==> config.mk <==
export PLATFORM = sky130hd
export DESIGN_NAME = raes_top
export DESIGN_NICKNAME = d
export VERILOG_FILES = /design/src/raes_pkg.sv /design/src/raes_sync.sv /design/src/raes_timer.sv /design/src/raes_top.sv
export VERILOG_INCLUDE_DIRS = /design/src
export SDC_FILE = /design/constraint.sdc
export NUM_CORES = 1
export LEC_CHECK = 0
export BUFFER_PORTS_ARGS = -buffer_cell sky130_fd_sc_hd__buf_2
export CORE_MARGIN = 10
export CORE_UTILIZATION = 40
export DETAILED_ROUTE_END_ITERATION = 12
export PLACE_DENSITY = 0.72
export SLEW_MARGIN = 0
export SYNTH_ARGS = -nofsm -noshare
export SYNTH_HDL_FRONTEND = slang
export SYNTH_SLANG_ARGS = --single-unit
==> constraint.sdc <==
create_clock -name i_mclk -period 2.72 [get_ports i_mclk]
set_input_delay 0.272 -clock i_mclk [delete_from_list [all_inputs] [get_ports i_mclk]]
set_output_delay 0.272 -clock i_mclk [all_outputs]
set_load 0.01 [all_outputs]
==> src/raes_defines.svh <==
`ifndef RAES_DEFINES_SVH
`define RAES_DEFINES_SVH

// ----------------------------------------
// register offsets in the base io window
// ----------------------------------------
`define RAES_IACK_OFF      8'h0e
`define RAES_IACK_BAD_OFF  8'h0f
`define RAES_LSTAT_OFF     8'h0c
`define RAES_LCMD_OFF      8'h0d

// ----------------------------------------
// local error status fields
// ----------------------------------------
`define RAES_BIT_DATAERR   7
`define RAES_BIT_BUSERR    6
`define RAES_BIT_TIMEOUT   2
`define RAES_BIT_LINKDN    0
`define RAES_LSTAT_RST     8'h00
`define RAES_LCMD_CLR_BIT  0

// ----------------------------------------
// timing, clock 100 mhz
// ----------------------------------------
`define RAES_CLK_MHZ       100
`define RAES_PCI_NORESP    6
`define RAES_VME_TMO_US    48
`define RAES_P2V_TMO_US    30
`define RAES_V2P_TMO_US    40
`define RAES_OVERHEAD_US   2
`define RAES_DMA_TMO_MS    16
`define RAES_US_CYC        (`RAES_CLK_MHZ)
`define RAES_MS_CYC        (`RAES_CLK_MHZ * 1000)

`endif

==> src/raes_pkg.sv <==
`default_nettype none

package raes_pkg;

    // ----------------------------------------
    // carriers
    // ----------------------------------------
    typedef struct packed {
        logic       valid;
        logic [7:0] offset;
        logic       word;
    } raes_ioreq_type;

    typedef struct packed {
        logic        done;
        logic        berr;
        logic [15:0] data;
    } raes_resp_type;

    typedef enum logic [1:0] {
        RAES_SRC_P2V,
        RAES_SRC_V2P,
        RAES_SRC_DMA,
        RAES_SRC_IACK
    } raes_src_type;

endpackage

`default_nettype wire

==> src/raes_sync.sv <==
`default_nettype none

module raes_sync (
    input  wire logic i_mclk,
    input  wire logic i_resetn,
    input  wire logic i_async,
    output logic      o_sync
);
    logic meta_r;

    // first stage feeds only the second
    always_ff @(posedge i_mclk) begin
        if (!i_resetn) begin
            meta_r <= 1'b0;
            o_sync <= 1'b0;
        end else begin
            meta_r <= i_async;
            o_sync <= meta_r;
        end
    end
endmodule

`default_nettype wire

==> src/raes_timer.sv <==
`include "raes_defines.svh"
`default_nettype none

module raes_timer #(
    parameter int W = 24
) (
    input  wire logic         i_mclk,
    input  wire logic         i_resetn,
    input  wire logic         i_run,
    input  wire logic [W-1:0] i_limit,
    output logic              o_expired
);
    logic [W-1:0] cnt_r;

    // counts while run holds, sticks at limit, restarts when run drops
    always_ff @(posedge i_mclk) begin
        if (!i_resetn || !i_run) begin
            cnt_r <= '0;
        end else if (cnt_r != i_limit) begin
            cnt_r <= cnt_r + {{(W-1){1'b0}}, 1'b1};
        end
    end

    assign o_expired = i_run && (cnt_r == i_limit);
endmodule

`default_nettype wire

==> src/raes_top.sv <==
// Summary of operation
// - byte read at 0x0e of iack register runs an iack cycle, returns 8-bit vector.
// - word read at 0x0e runs an iack cycle and returns a 16-bit vector.
// - byte read at 0x0f is illegal: flag bus error and interface timeout.
// - iack to an idle level ends in bus error; pending levels are shown.
// - cable data check failure sets sticky data-error bit 7.
// - failed or improper remote cycle sets sticky bus-error bit 6.
// - pci access errs on target abort or no answer within six cycles.
// - vme access errs on berr or no answer within 48 us.
// - p2v cycle over 30 us ends locally, sets timeout; remote cycle continues.
// - late vme error is reported as bus error at the next remote access.
// - overrun sets bit 2; limit 30 us p2v, 40 us v2p.
// - dma transfers longer than 16 ms count as interface timeout.
// - timeout bit is sticky until command-register reset.
// - bit 0 shows remote power off or cable detached, self-clearing.
// - remote accesses while link is down fail with error bits.
// - ready indicator lights once logic loaded; unlit means no operation; status and unmapped io reads are still answered.
// - remote-activity indicator lit while a cable command is processed.
// - local-activity indicator lit while chassis address is recognised.
// - 2 us overhead leaves 28 us for a vme slave before timeout.
// - access to dual-port window without memory card ends in vme error.
`include "raes_defines.svh"
`default_nettype none

module raes_top
    import raes_pkg::*;
(
    input  wire logic                    i_mclk,
    input  wire logic                    i_resetn,
    input  wire logic                    i_cfg_loaded,
    input  wire raes_pkg::raes_ioreq_type i_io_rd,
    input  wire logic                    i_io_wr,
    input  wire logic [7:0]              i_io_wr_off,
    input  wire logic [7:0]              i_io_wr_data,
    output logic                         o_io_done,
    output logic [15:0]                  o_io_rdata,
    input  wire logic                    i_rem_start,
    input  wire raes_pkg::raes_src_type  i_rem_src,
    input  wire logic                    i_rem_dpm_hit,
    input  wire raes_pkg::raes_resp_type i_rem_resp,
    input  wire logic                    i_pci_tabort,
    input  wire logic                    i_pci_devsel,
    input  wire logic                    i_dma_busy,
    output logic                         o_rem_done,
    output logic                         o_rem_fail,
    output logic                         o_iack_go,
    output logic                         o_iack_word,
    input  wire logic [7:1]              i_irq_levels,
    input  wire logic [2:0]              i_iack_level,
    input  wire logic                    i_dpm_fitted,
    input  wire logic                    i_cable_chk_err,
    input  wire logic                    i_link_up,
    input  wire logic                    i_local_addr_hit,
    output logic [7:1]                   o_iack_pending,
    output logic                         o_led_ready,
    output logic                         o_led_remote,
    output logic                         o_led_local
);
    import raes_pkg::*;

    // ----------------------------------------
    // timing constants
    // ----------------------------------------
    localparam logic [23:0] P2V_CYC  = 24'((`RAES_P2V_TMO_US - `RAES_OVERHEAD_US) * `RAES_US_CYC);
    localparam logic [23:0] V2P_CYC  = 24'(`RAES_V2P_TMO_US * `RAES_US_CYC);
    localparam logic [23:0] VME_CYC  = 24'(`RAES_VME_TMO_US * `RAES_US_CYC);
    localparam logic [23:0] PCI_CYC  = 24'(`RAES_PCI_NORESP);
    localparam logic [23:0] DMA_CYC  = 24'(`RAES_DMA_TMO_MS * `RAES_MS_CYC);

    typedef enum logic [1:0] {
        ST_IDLE,
        ST_BUSY,
        ST_DETACHED
    } raes_state_type;

    // ----------------------------------------
    // pin synchronisers
    // ----------------------------------------
    logic cfg_s, chk_s, link_s, lhit_s, irq_any;
    logic [7:1] irq_s;

    raes_sync u_cfg  (.i_mclk(i_mclk), .i_resetn(i_resetn), .i_async(i_cfg_loaded),     .o_sync(cfg_s));
    raes_sync u_chk  (.i_mclk(i_mclk), .i_resetn(i_resetn), .i_async(i_cable_chk_err),  .o_sync(chk_s));
    raes_sync u_link (.i_mclk(i_mclk), .i_resetn(i_resetn), .i_async(i_link_up),        .o_sync(link_s));
    raes_sync u_lhit (.i_mclk(i_mclk), .i_resetn(i_resetn), .i_async(i_local_addr_hit), .o_sync(lhit_s));

    for (genvar g = 1; g < 8; g++) begin : g_irq
        raes_sync u_irq (.i_mclk(i_mclk), .i_resetn(i_resetn), .i_async(i_irq_levels[g]), .o_sync(irq_s[g]));
    end

    assign irq_any = irq_s[i_iack_level];

    // ----------------------------------------
    // remote access sequencer
    // ----------------------------------------
    raes_state_type state_r;
    raes_src_type   src_r;
    logic           running;
    logic           own_exp, resp_exp, dma_exp;
    logic [23:0]    own_lim, resp_lim;
    logic           iack_req, iack_bad, iack_rd;
    logic           late_berr_r;
    logic           fail_now, tmo_now, early_fail, iack_issue;

    assign running = (state_r == ST_BUSY);

    assign iack_rd  = i_io_rd.valid && (i_io_rd.offset == `RAES_IACK_OFF);
    assign iack_bad = i_io_rd.valid && (i_io_rd.offset == `RAES_IACK_BAD_OFF) && !i_io_rd.word;
    assign iack_req = iack_rd && state_r == ST_IDLE;

    always_comb begin
        own_lim  = P2V_CYC;
        resp_lim = VME_CYC;
        unique case (src_r)
            RAES_SRC_P2V:  begin own_lim = P2V_CYC; resp_lim = VME_CYC; end
            RAES_SRC_V2P:  begin own_lim = V2P_CYC; resp_lim = PCI_CYC; end
            RAES_SRC_DMA:  begin own_lim = DMA_CYC; resp_lim = DMA_CYC; end
            RAES_SRC_IACK: begin own_lim = P2V_CYC; resp_lim = VME_CYC; end
        endcase
    end

    raes_timer u_own (
        .i_mclk    (i_mclk),
        .i_resetn  (i_resetn),
        .i_run     (running),
        .i_limit   (own_lim),
        .o_expired (own_exp)
    );

    // pci no-answer window only until devsel, vme slave window keeps going
    raes_timer u_resp (
        .i_mclk    (i_mclk),
        .i_resetn  (i_resetn),
        .i_run     (running && !(src_r == RAES_SRC_V2P && i_pci_devsel)),
        .i_limit   (resp_lim),
        .o_expired (resp_exp)
    );

    raes_timer u_dma (
        .i_mclk    (i_mclk),
        .i_resetn  (i_resetn),
        .i_run     (i_dma_busy),
        .i_limit   (DMA_CYC),
        .o_expired (dma_exp)
    );

    assign fail_now = running && (i_rem_resp.berr
                    || (src_r == RAES_SRC_V2P && i_pci_tabort)
                    || (resp_exp && src_r != RAES_SRC_DMA));
    assign tmo_now  = running && own_exp && !i_rem_resp.done;

    always_ff @(posedge i_mclk) begin
        if (!i_resetn) begin
            state_r <= ST_IDLE;
            src_r   <= RAES_SRC_P2V;
        end else begin
            unique case (state_r)
                ST_IDLE: begin
                    if (!cfg_s) begin
                        state_r <= ST_IDLE;
                    end else if (early_fail) begin
                        state_r <= ST_IDLE;                    // refused requests never go busy
                    end else if (iack_req) begin
                        state_r <= ST_BUSY;
                        src_r   <= RAES_SRC_IACK;
                    end else if (i_rem_start) begin
                        state_r <= ST_BUSY;
                        src_r   <= i_rem_src;
                    end
                end
                ST_BUSY: begin
                    if (!link_s) begin
                        state_r <= ST_DETACHED;
                    end else if (i_rem_resp.done || fail_now || tmo_now) begin
                        state_r <= ST_IDLE;
                    end
                end
                ST_DETACHED: begin
                    state_r <= ST_IDLE;
                end
                default: begin
                    state_r <= ST_IDLE;
                end
            endcase
        end
    end

    // ----------------------------------------
    // remote port outputs
    // ----------------------------------------
    // requests refused at once when link down, no dual-port card, bad iack, idle level
    assign early_fail = state_r == ST_IDLE && cfg_s && (
                          ((i_rem_start || iack_rd) && !link_s)
                        || (i_rem_start && i_rem_dpm_hit && !i_dpm_fitted)
                        || (iack_rd && !irq_any)
                        || iack_bad);
    assign iack_issue = iack_req && cfg_s && !early_fail;

    always_ff @(posedge i_mclk) begin
        if (!i_resetn) begin
            o_rem_done  <= 1'b0;
            o_rem_fail  <= 1'b0;
            o_iack_go   <= 1'b0;
            o_iack_word <= 1'b0;
        end else begin
            o_iack_go   <= iack_issue;
            o_iack_word <= iack_issue ? i_io_rd.word : o_iack_word;
            o_rem_done  <= early_fail || (running && (i_rem_resp.done || fail_now || tmo_now || !link_s));
            o_rem_fail  <= early_fail || fail_now || tmo_now || (running && !link_s)
                        || (running && i_rem_resp.done && late_berr_r);
        end
    end

    // a berr landing after the local side gave up is kept for the next access
    always_ff @(posedge i_mclk) begin
        if (!i_resetn) begin
            late_berr_r <= 1'b0;
        end else if (state_r == ST_IDLE && i_rem_resp.berr) begin
            late_berr_r <= 1'b1;
        end else if (running && i_rem_resp.done) begin
            late_berr_r <= 1'b0;
        end
    end

    // ----------------------------------------
    // local error status
    // ----------------------------------------
    logic [7:0] lstat_r;
    logic       clr_cmd, set_data, set_bus, set_tmo;

    assign clr_cmd  = i_io_wr && i_io_wr_off == `RAES_LCMD_OFF && i_io_wr_data[`RAES_LCMD_CLR_BIT];
    assign set_data = chk_s;
    assign set_bus  = fail_now || early_fail
                   || (running && i_rem_resp.done && late_berr_r);
    assign set_tmo  = tmo_now || dma_exp || iack_bad
                   || (early_fail && !link_s);

    // set wins over clear, link bit untouched by the command
    always_ff @(posedge i_mclk) begin
        if (!i_resetn) begin
            lstat_r <= `RAES_LSTAT_RST;
        end else begin
            if (set_data) begin
                lstat_r[`RAES_BIT_DATAERR] <= 1'b1;
            end else if (clr_cmd) begin
                lstat_r[`RAES_BIT_DATAERR] <= 1'b0;
            end
            if (set_bus) begin
                lstat_r[`RAES_BIT_BUSERR] <= 1'b1;
            end else if (clr_cmd) begin
                lstat_r[`RAES_BIT_BUSERR] <= 1'b0;
            end
            if (set_tmo) begin
                lstat_r[`RAES_BIT_TIMEOUT] <= 1'b1;
            end else if (clr_cmd) begin
                lstat_r[`RAES_BIT_TIMEOUT] <= 1'b0;
            end
            lstat_r[`RAES_BIT_LINKDN] <= !link_s;
        end
    end

    // ----------------------------------------
    // io read answers
    // ----------------------------------------
    always_ff @(posedge i_mclk) begin
        if (!i_resetn) begin
            o_io_done  <= 1'b0;
            o_io_rdata <= 16'h0000;
        end else begin
            o_io_done <= 1'b0;
            if (i_io_rd.valid && i_io_rd.offset == `RAES_LSTAT_OFF) begin
                o_io_done  <= 1'b1;
                o_io_rdata <= {8'h00, lstat_r};
            end else if (i_io_rd.valid && !iack_rd && !iack_bad) begin
                o_io_done  <= 1'b1;                                    // unmapped reads return zero
                o_io_rdata <= 16'h0000;
            end else if (src_r == RAES_SRC_IACK && running && i_rem_resp.done && !fail_now) begin
                o_io_done  <= 1'b1;
                o_io_rdata <= o_iack_word ? i_rem_resp.data
                                          : {8'h00, i_rem_resp.data[7:0]};
            end else if ((early_fail && (iack_rd || iack_bad))
                      || (src_r == RAES_SRC_IACK && (fail_now || tmo_now))) begin
                o_io_done  <= 1'b1;
                o_io_rdata <= 16'hffff;
            end
        end
    end

    // ----------------------------------------
    // indicators and pending levels
    // ----------------------------------------
    always_ff @(posedge i_mclk) begin
        if (!i_resetn) begin
            o_led_ready    <= 1'b0;
            o_led_remote   <= 1'b0;
            o_led_local    <= 1'b0;
            o_iack_pending <= 7'h00;
        end else begin
            o_led_ready    <= cfg_s;
            o_led_remote   <= running;
            o_led_local    <= lhit_s;
            o_iack_pending <= irq_s;
        end
    end
endmodule

`default_nettype wire

* Word-level counts from Yosys, hierarchy flattened
Index checks and enable logic that the tools add are counted.
** Storage, ports and cells
- Register bits after elaboration :: 134
- Bits of input ports :: 69
- Output and inout bits :: 31
- Word-level logic and storage cells :: 183
** Cells by class
- Multiplexer cells :: 28
- Add/subtract/negate cells :: 3
- Eq/ne operators :: 17
- $lt $le $gt $ge :: 1
- Reductions and logical operators :: 89
- Bitwise gates (word level) :: 2
** Operators by type and width (count)
- 24-bit one-hot mux with 3 select lines :: 2
- 24-bit by 1-bit adder with 24-bit output, second input constant :: 3
- 24-bit equality test :: 2
- 16-bit two-way mux :: 3
- 24-bit != test :: 2
- 1-bit logical AND :: 38
- 8-bit by 4-bit equality test with 1-bit output, second input constant :: 4
- 24-bit by 21-bit equality test with 1-bit output, second input constant :: 1
- 1-bit logical OR :: 24
- 24-bit by 21-bit != test with 1-bit output, second input constant :: 1
- 2-bit two-way mux :: 8
- 8-bit two-way mux :: 2
- 1-bit logical NOT :: 14
- 2-bit nonzero test :: 6
- 1-bit two-way mux :: 11
- 5-bit != test, second input constant :: 1
- 2-bit by 1-bit equality test with 1-bit output, second input constant :: 2
- 2-bit equality test, second input constant :: 2
- 2-bit logical NOT :: 2
- 3-bit by 4-bit less-than comparator with 1-bit output, second input constant :: 1
- 2-bit one-hot mux with 2 select lines :: 1
- 4-bit AND reduction :: 1
- 4-bit nonzero test :: 1
- 1-bit binary-select mux with 3-bit select :: 1
- 6 further kinds :: 7

* Logic depth before layout (Yosys ltp)
Gate-level depths: netlist (run 1).
- Word-level depth :: 15
- Depth in mapped cells :: 9
- Gate-level depth less buffers :: 8

* Cells and area by module
A second synthesis (run 1) with hierarchy kept.
** Second synthesis, totals
- Cell total of the unflattened synthesis :: 871
- Area total of the unflattened synthesis :: 7736.2 µm²
** By module, submodules not included
- raes_timer :: area each 1762.9 µm², times used 3, sequential area each 480.5 µm², cells an instance 205
- raes_top :: area each 1869.3 µm², times used 1, sequential area each 800.8 µm², cells an instance 212
- raes_sync :: area each 52.6 µm², times used 11, sequential area each 40.0 µm², cells an instance 4

* Worst setup path after synthesis (run 1)
Ideal clock, no wire load.
- Path kind :: flip-flop to flip-flop
- Start :: reg src_r[0]
- End :: reg o_io_rdata[8]
- Cell stages (with the launch flop) :: 10
- Path buffers :: 1
- Data required time :: 2.634 ns
- Arrival :: 2.276 ns
- Setup time :: 0.086 ns
- Slack :: 0.357 ns
- Clock period less this slack :: 2.363 ns
- Cell sequence :: dfxtp_1 -> inv_1 -> ha_1 -> a21bo_2 -> nand4_1 -> or4_1 -> a21oi_1 -> nor3_2 -> buf_6 -> a221oi_2
** Between the ends
- Longest elaborated chain between the ends :: 12
- Elaborated cells on any way between the ends :: 31
- Those cells by class :: 6 x eq/ne; 3 x mux; 22 x reduce/logical
** RTL lines
- start, declared :: RTL line raes_top.sv:97 : raes_src_type src_r;
- start signal, assigned :: RTL line raes_top.sv:168 : src_r <= i_rem_src;
- 2-bit equality test (tied with other cells) :: RTL line raes_top.sv:114, raes_top.sv:277, raes_top.sv:282
- 2-bit OR reduction (no source line) / 1-bit logical AND (equally long branches)
- 24-bit one-hot mux with 3 select lines / 1-bit logical NOT (equally long branches) :: RTL line raes_top.sv:114, raes_top.sv:134
- 24-bit equality test / 1-bit logical AND (equally long branches) :: RTL line raes_timer.sv:24, raes_top.sv:134
- 1-bit logical AND :: RTL line raes_timer.sv:24 : assign o_expired = i_run && (cnt_r == i_limit);
- 1-bit logical AND :: RTL line raes_top.sv:149 : || (resp_exp && src_r != RAES_SRC_DMA));
- 1-bit logical OR :: RTL line raes_top.sv:149
- 1-bit logical AND :: RTL line raes_top.sv:147 : assign fail_now = running && (i_rem_resp.berr
- 1-bit logical OR :: RTL line raes_top.sv:282 : || (src_r == RAES_SRC_IACK && (fail_now || tmo_now))) begin
- 1-bit logical AND :: RTL line raes_top.sv:282
- 1-bit logical OR :: RTL line raes_top.sv:282
- 2-bit nonzero test (no source line)
- end signal, assigned :: RTL line raes_top.sv:273 : o_io_rdata <= {8'h00, lstat_r};
- end signal, assigned :: RTL line raes_top.sv:279 : o_io_rdata <= o_iack_word ? i_rem_resp.data
- end, declared :: RTL line raes_top.sv:36 : output logic [15:0] o_io_rdata,
Several ways; a longest one is shown, not always the timed one. The select of a mux whose other input is x is not followed.
A chain may end at the register's enable or synchronous reset.

* Worst setup path in the final report (run 1)
- Start :: reg src_r[0]
- End :: reg o_io_rdata[12]
The elaborated chain is that of the path after synthesis.

==> summary.md, run 1 <==
| Metric | Value |
|---|---|
| Max-Slew Margin vs Limit | 46.9% |
| Reg-to-reg setup timing slack | 0.17 ns |
| Mapped cell area | 5770 um2 |
| Synth Instances | 643 |
| Drt wl/cell | 14.4 um |
| Synth top area share | 46.5% |
| RSZ-0062 raised after global routing | false |
| Remaining DRCs | 0 |
| Total Routing Usage GR | 13.7% |
| Post-CTS setup buffer count | 0 |
| Die height | 140 um |
| Synth async-reset ratio | 0% |
| Full die area | 19600 um2 |
| Critical-path maximum fanout | 17 |
| MaxCap Viol Count | 0 |
| Dpl ws | 0.0524 ns |
| Commonest non-fill, non-tap cell in the layout | dfxtp_1 |
| Worst Setup End Kind | register |
| Slew @ Worst Pin | 0.795 ns |
| Worst Path Arrival | 2.87 ns |
| Non-Filler Instances | 940 |
| P&R area growth vs syn | 22.7% |
| Clk sinks | 134 |
| Placed insts | 907 |
| Via density | 5.09 |
| Reg-to-reg critical path endpoint | o_io_rdata[12]$_SDFFE_PP0P_ |
| Cts-stage hold buffer count | 0 |
| Starting density of the core | 41.2% |
| Worst setup SP type | register |
| Worst Hold Class | primary input to register |
| PwrDens | 629 nW/um2 |
| Vias in the first global route | 4582 |
| Initial DRC Count | 271 |
| Fin crit share | 93.9% |
| Vias post-DR | 4787 |
| Setup violations, final | 0 |
| Routed wire length | 13600 um |
| Nets | 825 |
| Leakage Power | 2.70 nW |
| Final hold vios | 0 |
| Worst path buffer plus inverter count | 2 |
| Worst endpoint required time | 3.04 ns |
| Share of layout cells above drive strength 1 | 21.1% |
| Max VDD drop | 0.549 mV |
| Largest net degree at the start of global routing | 43 |
| Worst setup endpoint | o_io_rdata[12]$_SDFFE_PP0P_ |
| Reg2reg path depth | 9 |
| Final non-filler cell area | 7080 um2 |
| Number of routed nets with antenna violations | 0 |
| Clock slew at reported path FFs | 0.06 ns |
| Clock latency on the worst-skew pair | 0.42 ns |
| Reg-to-reg startpoint | src_r[0]$_SDFFE_PN0P_ |
| Placer congestion estimate | 0.832 |
| Post-synthesis sequential area ratio | 46.5% |
| Dominant register cell in the synthesized netlist | dfxtp_1 |
| Initial antenna violation count | 2 |
| Core ar. | 14000 um2 |
| # IOs | 100 |
| Root buf cell | clkbuf_16 |
| Crit path max-delay cell type | or4_4 |
| CP startpoint | src_r[0]$_SDFFE_PN0P_ |
| Resize count post-CTS | 0 |
| Post-synth cell types | 54 |
| Hold Worst Slack | 0.0541 ns |
| Most frequent cells in the layout | dfxtp_1, buf_2, nor2_1 |
| GR Overflow Total | 0 |
| Hpwl dp | 9940 um |
| Critical path, cell by cell | inv_1, ha_1, a21bo_2, nand4_1, or4_4, a21oi_2, nor3_2, buf_4, a221oi_1 |
| Die W | 140 um |
| Ys Warns | 0 |
| Crit Path Category | register to register |
| Flops & latches, synth | 134 |
| Fmax | 392 MHz |
| Max Buffers Root-to-Sink | 2 |
| CP peak stage delay | 0.57 ns |
| Clock period minus worst slack | 2.55 ns |
| Crit path max-delay family | simple AND/OR/NAND/NOR gates |
| Clock skew | 0.00801 ns |
| Setup WS post-layout | 0.167 ns |
| Max Slew Vio Count | 0 |
| First-pass GRT wire length | 22400 um |
| Site Rows | 43 |
| Status | finished clean |
| Largest area contributor in the netlist | dfxtp_1 |
| Average instance area after synthesis | 8.97 um2 |
| IO buf count | 92 |
| Router iterations before antenna repair | 4 |
| Net count after synthesis | 722 |
| Levels on crit path | 9 |
| Setup TNS | 0 ns |
| Top cells by area, synth | dfxtp_1, xor2_1, nor2_1 |
| CTS tree | done |
| Placed inst area | 6440 um2 |
| Number of synthesized flops with an enable pin | 0 |
| CTS Buf Count | 17 |
| Htree depth | 4 |
## metrics by stage
stage	total power, W	utilization [%]
CTS	0.00449	50.3
floorplan	0.00212	-
finish	0.00445	50.6
detailed placement	0.00220	46.1
global placement	0.00220	46.1
global route	0.00460	50.6
## where the power goes
part           total, W  internal [W]  switching, W
registers       0.00201       0.00199     0.0000138
logic          0.000154     0.0000718     0.0000826
clock network   0.00229       0.00137      0.000919
## final cells by class
class | instances | area (um2)
Fill cell | 1308 | 6910
Multi-Input combinational cell | 468 | 2960
Sequential cell | 134 | 2690
Timing Repair Buffer | 99 | 513
Clock buffer | 17 | 425
Tap cell | 180 | 225
Clock inverter | 15 | 173
Inverter | 26 | 97.6
Antenna cell | 1 | 2.50
## sequential cells by signal (all words and copies together), names as in the netlist, 2 cells and up
signal	count
src_r	2
u_resp.cnt_r	24
u_own.cnt_r	24
o_iack_pending	7
o_io_rdata	16
g_irq.u_irq.meta_r	7
state_r	2
u_dma.cnt_r	24
g_irq.u_irq.o_sync	7
lstat_r	4
## logic make-up after synthesis
logic type	synth area share (%)
AOI/OAI and AO/OA	8.48
DFF	46.5
muxes	1.48
xor gates and xnor gates	9.26
adders and majority gates	2.17
and+or+nand+nor	29.3
buffers and inverters	2.80
## worst register-to-register path, stage by stage (launching register included)
cell and delay, ns:
dfxtp_2 0.36, inv_1 0.07, ha_1 0.36, a21bo_2 0.21, nand4_1 0.13, or4_4 0.57, a21oi_2 0.16, nor3_2 0.05
buf_4 0.22, a221oi_1 0.31
## worst min-delay path by stage
stage          slack, ns                          endpoint                             start  depth (start not counted)
2_1_floorplan       0.40  g_irq[1].u_irq.meta_r$_SDFF_PN0_                   i_irq_levels[1]                          1
3_3_place_gp        0.41  g_irq[5].u_irq.o_sync$_SDFF_PN0_  g_irq[5].u_irq.meta_r$_SDFF_PN0_                          1
3_5_place_dp        0.42          u_lhit.o_sync$_SDFF_PN0_          u_lhit.meta_r$_SDFF_PN0_                          1
4_1_cts             0.04  g_irq[2].u_irq.meta_r$_SDFF_PN0_                   i_irq_levels[2]                          2
5_1_grt             0.05  g_irq[6].u_irq.meta_r$_SDFF_PN0_                   i_irq_levels[6]                          2
6_report            0.05  g_irq[1].u_irq.meta_r$_SDFF_PN0_                   i_irq_levels[1]                          2
## synthesized netlist by cell type, types with 3 or more instances
cell / instances
nor3_1: 21
a21oi_1: 21
dfxtp_1: 134
xor2_1: 39
nand2b_1: 3
xnor2_1: 22
and2_1: 40
nand4_1: 17
nand2_1: 52
or3_1: 9
a211oi_1: 3
and3_1: 15
nor2_1: 87
o21ai_0: 13
mux2i_1: 4
nor4b_1: 3
and4_1: 7
or4_1: 3
clkbuf_1: 14
nor4_1: 14
nand3_1: 31
o21a_1: 5
nand3b_1: 3
a221oi_1: 7
a211oi_2: 6
nor2b_1: 3
ha_1: 10
inv_1: 25
## metal layers
metal	part of all wire, %	global-route usage (%)	vias to the layer above
li1	-	-	2448
met1	47	16.9	2235
met2	47	21.9	87
met3	4.8	4.73	15
met4	1.1	4.67	2
met5	0.096	0	-
No activity file was read; power rests on OpenSTA's default activity.
==> run 2, diff against run 1 <==
--- a/config.mk
+++ b/config.mk
@@ -10,6 +10,7 @@
 export CORE_MARGIN = 10
 export CORE_UTILIZATION = 40
 export DETAILED_ROUTE_END_ITERATION = 12
+export GPL_TIMING_DRIVEN = 0
 export PLACE_DENSITY = 0.72
 export SLEW_MARGIN = 0
 export SYNTH_ARGS = -nofsm -noshare
==> summary.md, run 2 (synthesis results as in run 1) <==
| Metric | Value |
|---|---|
| Root buf cell | clkbuf_16 |
| Drt wl/cell | 14.3 um |
| Vias post-DR | 4858 |
| Worst endpoint required time | 3.01 ns |
| Max Slew Vio Count | 0 |
| Hold path endpoint | g_irq[6].u_irq.meta_r$_SDFF_PN0_ |
| Clock period minus worst slack | 2.57 ns |
| Site Rows | 43 |
| Most frequent cells in the layout | dfxtp_1, buf_2, nor2_1 |
| Fin crit share | 94.6% |
| Biggest regs | u_dma.cnt_r x24, u_own.cnt_r x24, u_resp.cnt_r x24 |
| GR Overflow Total | 0 |
| Initial DRC Count | 328 |
| Crit Path Category | register to register |
| Reg-to-reg setup timing slack | 0.15 ns |
| Fmax | 389 MHz |
| Worst Hold Class | primary input to register |
| Area of the multi-input gates | 2980 um2 |
| # fillers | 1281 |
| Clock skew | 0.00764 ns |
| Total Routing Usage GR | 13.7% |
| Largest net degree at the start of global routing | 17 |
| Via density | 5.12 |
| Initial antenna violation count | 1 |
| Crit path max-delay cell type | or4_4 |
| Clock slew at reported path FFs | 0.06 ns |
| Routed wire length | 13500 um |
| Placed insts | 914 |
| Remaining DRCs | 0 |
| Status | finished clean |
| Register area | 2690 um2 |
| Cts-stage hold buffer count | 0 |
| PwrDens | 654 nW/um2 |
| Max-Slew Margin vs Limit | 44.1% |
| End-of-flow core utilization | 51.3% |
| Reg2reg path depth | 9 |
| Final hold vios | 0 |
| Max VDD drop | 0.355 mV |
| First-pass GRT wire length | 22400 um |
| Critical-path maximum fanout | 10 |
| # IOs | 100 |
| Number of routed nets with antenna violations | 0 |
| Starting density of the core | 41.2% |
| Worst setup SP type | register |
| Share of layout cells above drive strength 1 | 19.9% |
| CP peak stage delay | 0.56 ns |
| CTS tree | done |
| P&R area growth vs syn | 24.4% |
| Leakage Power | 2.70 nW |
| Router iterations before antenna repair | 4 |
| Setup violations, final | 0 |
| Reg-to-reg startpoint | src_r[1]$_SDFFE_PN0P_ |
| RSZ-0062 raised after global routing | false |
| Hold_sp | i_irq_levels[6] |
| Hpwl dp | 10300 um |
| Worst Setup End Kind | register |
| MaxCap Viol Count | 0 |
| Critical path, cell by cell | inv_1, ha_1, nor4b_2, o211ai_1, or4_4, a21oi_2, nor3_4, buf_6, a21oi_1 |
| Non-Filler Instances | 948 |
| Max Buffers Root-to-Sink | 2 |
| Core ar. | 14000 um2 |
| CTS Buf Count | 17 |
| Nets | 833 |
| Placer congestion estimate | 0.829 |
| CP startpoint | src_r[1]$_SDFFE_PN0P_ |
| Htree depth | 4 |
| Vias in the first global route | 4636 |
| Clk sinks | 134 |
| Full die area | 19600 um2 |
| IO buf count | 91 |
| Hold Path Depth | 2 |
| Commonest non-fill, non-tap cell in the layout | dfxtp_1 |
| Die W | 140 um |
| Die height | 140 um |
| Worst Path Arrival | 2.87 ns |
| Slew @ Worst Pin | 0.831 ns |
| Reg-to-reg critical path endpoint | o_io_done$_SDFF_PN0_ |
| Clock latency on the worst-skew pair | 0.41 ns |
-- run 2: changes by cell type in the layout (fill, tap and decap cells not counted), moves of 2 or more --
cell        delta
clkbuf_1      +16
ha_1           -2
inv_8          -3
clkinv_4       -2
buf_4          -6
bufinv_16      +3
ha_4           +2
clkinvlp_4     -2
clkbuf_8       +2
a221oi_2       -3
a221oi_1       +3
-- run 2: final cells by class --
class,instances,area share (%)
Antenna cell,1,0.0349
Buffer,15,0.889
Clock buffer,21,6.41
Clock inverter,11,2.74
Inverter,26,1.36
Multi-Input combinational cell,468,41.6
Sequential cell,134,37.4
Tap cell,180,3.14
Timing Repair Buffer,92,6.45
-- run 2: critical path, delay by kind of cell (launching register included) --
family                     cells  cell delay [ns]
DFF                            1             0.42
adders and majority gates      1             0.24
and+or+nand+nor                3             0.88
AOI/OAI and AO/OA              3             0.65
buffers and inverters          2             0.26
-- run 2: report_power, final --
part           total (W)  switching (W)  internal, W  leakage [nW]
combinational   0.000159      0.0000849    0.0000743          1.30
clock            0.00253       0.000849      0.00168         0.314
sequential       0.00201      0.0000133      0.00199          1.09
total            0.00470       0.000947      0.00375          2.70
-- run 2: how the worst max path moves through the flow --
| stage | to | cells after the start | slack (ns) |
|---|---|---|---|
| floorplan | o_io_rdata[8]$_SDFFE_PP0P_ | 9 | 0.36 |
| global placement | o_io_rdata[15]$_SDFFE_PP0P_ | 7 | -0.08 |
| detailed placement | o_io_rdata[11]$_SDFFE_PP0P_ | 7 | -0.11 |
| CTS | o_io_rdata[8]$_SDFFE_PP0P_ | 9 | 0.03 |
| global route | o_io_rdata[8]$_SDFFE_PP0P_ | 9 | 0.005 |
| finish | o_io_done$_SDFF_PN0_ | 9 | 0.15 |
-- run 2: repair_timing --
action                     in CTS  in global routing
hold endpoints to repair        0                  0
buffers inserted                0                  1
pin swaps                       0                  4
resized for setup               3                 10
setup endpoints to repair       9                 18
-- run 2: stage by stage --
step | TNS (ns) | power, W | hold WS [ns] | cell area [um2] | setup WS, ns
3_5_place_dp | -0.695 | 0.00221 | 0.419 | 6450 | -0.108
3_3_place_gp | -0.409 | 0.00220 | 0.413 | 6450 | -0.0760
4_1_cts | 0 | 0.00474 | 0.0418 | 7120 | 0.0288
5_1_grt | 0 | 0.00485 | 0.0499 | 7180 | 0.00461
6_report | 0 | 0.00470 | 0.0618 | 7180 | 0.147
2_1_floorplan | 0 | 0.00212 | 0.399 | 5770 | 0.357
-- run 2: per-layer routing --
metal  GRT usage, %  share of wire, %  vias to the layer above  wire length [um]
met4           5.92               1.7                        0               236
met2           21.8                48                      101              6450
met3           4.12               4.7                       16               640
li1               -                 -                     2465                 -
met5              0                 0                        -                 0
met1           16.9                46                     2276              6210
==> run 3, diff against run 2 <==
--- a/config.mk
+++ b/config.mk
@@ -7,6 +7,7 @@
 export NUM_CORES = 1
 export LEC_CHECK = 0
 export BUFFER_PORTS_ARGS = -buffer_cell sky130_fd_sc_hd__buf_2
+export CORE_ASPECT_RATIO = 1.75
 export CORE_MARGIN = 10
 export CORE_UTILIZATION = 40
 export DETAILED_ROUTE_END_ITERATION = 12
==> constraint.sdc (replaced) <==
create_clock -name i_mclk -period 2.72 [get_ports i_mclk]
set_input_delay 0.272 -clock i_mclk [delete_from_list [all_inputs] [get_ports i_mclk]]
set_output_delay 0.272 -clock i_mclk [all_outputs]
set_load 0.005 [all_outputs]
==> summary.md, run 3 (synthesis results as in run 1) <==
| Metric | Value |
|---|---|
| Status | finished clean |
| Placer congestion estimate | 0.826 |
| Starting density of the core | 40.3% |
| Setup WS post-layout | 0.0715 ns |
| Initial DRC Count | 149 |
| Critical-path maximum fanout | 10 |
| Setup violations, final | 0 |
| MaxCap Viol Count | 0 |
| Router iterations before antenna repair | 4 |
| Biggest regs | u_dma.cnt_r x24, u_own.cnt_r x24, u_resp.cnt_r x24 |
| Hpwl dp | 11000 um |
| Clock skew | 0.0105 ns |
| Root buf cell | clkbuf_16 |
| # IOs | 100 |
| Clock slew at reported path FFs | 0.06 ns |
| Max Slew Vio Count | 0 |
| Commonest non-fill, non-tap cell in the layout | dfxtp_1 |
| Clock latency on the worst-skew pair | 0.41 ns |
| Worst Hold Class | primary input to register |
| Die W | 111 um |
| Final non-filler cell area | 7080 um2 |
| Placed inst area | 6450 um2 |
| Leakage Power | 2.68 nW |
| First-pass GRT wire length | 23900 um |
| Max-Slew Margin vs Limit | 45.6% |
| Most frequent cells in the layout | dfxtp_1, buf_2, nor2_1 |
| Total Routing Usage GR | 14.6% |
| Drt wl/cell | 15.0 um |
| CTS Buf Count | 17 |
| Max VDD drop | 0.415 mV |
| Worst Setup End Kind | register |
| Site Rows | 58 |
| Nets | 836 |
| Critical path, cell by cell | inv_1, ha_1, a21bo_2, nand4_1, or4_4, a21oi_1, nor3_2, buf_6, a221oi_2 |
| Core ar. | 14300 um2 |
| Placed insts | 914 |
| Die height | 179 um |
| CTS tree | done |
| Clk sinks | 134 |
| IO buf count | 91 |
| Setup TNS | 0 ns |
| RSZ-0062 raised after global routing | true |
| Crit path max-delay cell type | or4_4 |
| Worst Path Arrival | 2.97 ns |
| Final hold vios | 0 |
| P&R area growth vs syn | 22.7% |
| Initial antenna violation count | 2 |
| # fillers | 1358 |
| PwrDens | 618 nW/um2 |
| Worst path buffer plus inverter count | 2 |
| Via density | 5.16 |
| End-of-flow core utilization | 49.5% |
| Full die area | 19800 um2 |
| Worst setup SP type | register |
| CP peak stage delay | 0.58 ns |
| Largest net degree at the start of global routing | 17 |
| Max Buffers Root-to-Sink | 2 |
| Vias post-DR | 4908 |
| Non-Filler Instances | 951 |
| Htree depth | 4 |
| Routed wire length | 14300 um |
| Dpl ws | -0.267 ns |
| Remaining DRCs | 0 |
| Crit path max-delay family | simple AND/OR/NAND/NOR gates |
| Vias in the first global route | 5084 |
| Slew @ Worst Pin | 0.809 ns |
| Clock period minus worst slack | 2.65 ns |
| GR Overflow Total | 0 |
| Fin crit share | 97.4% |
| Share of layout cells above drive strength 1 | 19.8% |
| Fmax | 378 MHz |
| Crit Path Category | register to register |
| Worst endpoint required time | 3.04 ns |
| Number of routed nets with antenna violations | 0 |
run 3: timing repair:
action,CTS,global route
buffers inserted,1,3
setup endpoints to repair,11,18
hold endpoints to repair,0,0
resized for setup,3,3
pin swaps,1,1
hold buffers,0,0
run 3: path summary, 6_finish.rpt:
check / end / slack (ns) / start / depth (start not counted)
setup reg to reg: o_io_rdata[8]$_SDFFE_PP0P_ / 0.07 / src_r[0]$_SDFFE_PN0P_ / 9
hold reg to reg: g_irq[3].u_irq.o_sync$_SDFF_PN0_ / 0.43 / g_irq[3].u_irq.meta_r$_SDFF_PN0_ / 1
setup / recovery: o_io_rdata[8]$_SDFFE_PP0P_ / 0.07 / src_r[0]$_SDFFE_PN0P_ / 9
hold / removal: u_link.meta_r$_SDFF_PN0_ / 0.07 / i_link_up / 2
run 3: metrics by stage:
stage          hold WS (ns)  power (W)
4_1_cts              0.0576    0.00441
3_3_place_gp          0.412    0.00220
6_report             0.0687    0.00437
2_1_floorplan         0.399    0.00212
3_5_place_dp          0.418    0.00221
5_1_grt              0.0664    0.00453
run 3: final cells by class:
type | instances | area (um2) | area share (%)
Antenna cell | 2 | 5.00 | 0.0707
Buffer | 15 | 63.8 | 0.902
Clock buffer | 18 | 439 | 6.20
Clock inverter | 13 | 134 | 1.89
Inverter | 26 | 97.6 | 1.38
Multi-Input combinational cell | 468 | 2940 | 41.6
Sequential cell | 134 | 2690 | 37.9
Tap cell | 180 | 225 | 3.18
Timing Repair Buffer | 95 | 485 | 6.86
run 3: layer usage:
layer,routed length (um),GRT usage [%],vias to the layer above
li1,-,-,2453
met1,5470,14.2,2308
met2,7950,28.1,110
met3,468,3.02,37
met4,415,7.63,0
met5,0,0,-
run 3: report_power, final:
part	switching, W	internal, W	total, W
clock	0.000847	0.00136	0.00221
combinational	0.0000830	0.0000728	0.000156
sequential	0.0000136	0.00199	0.00201
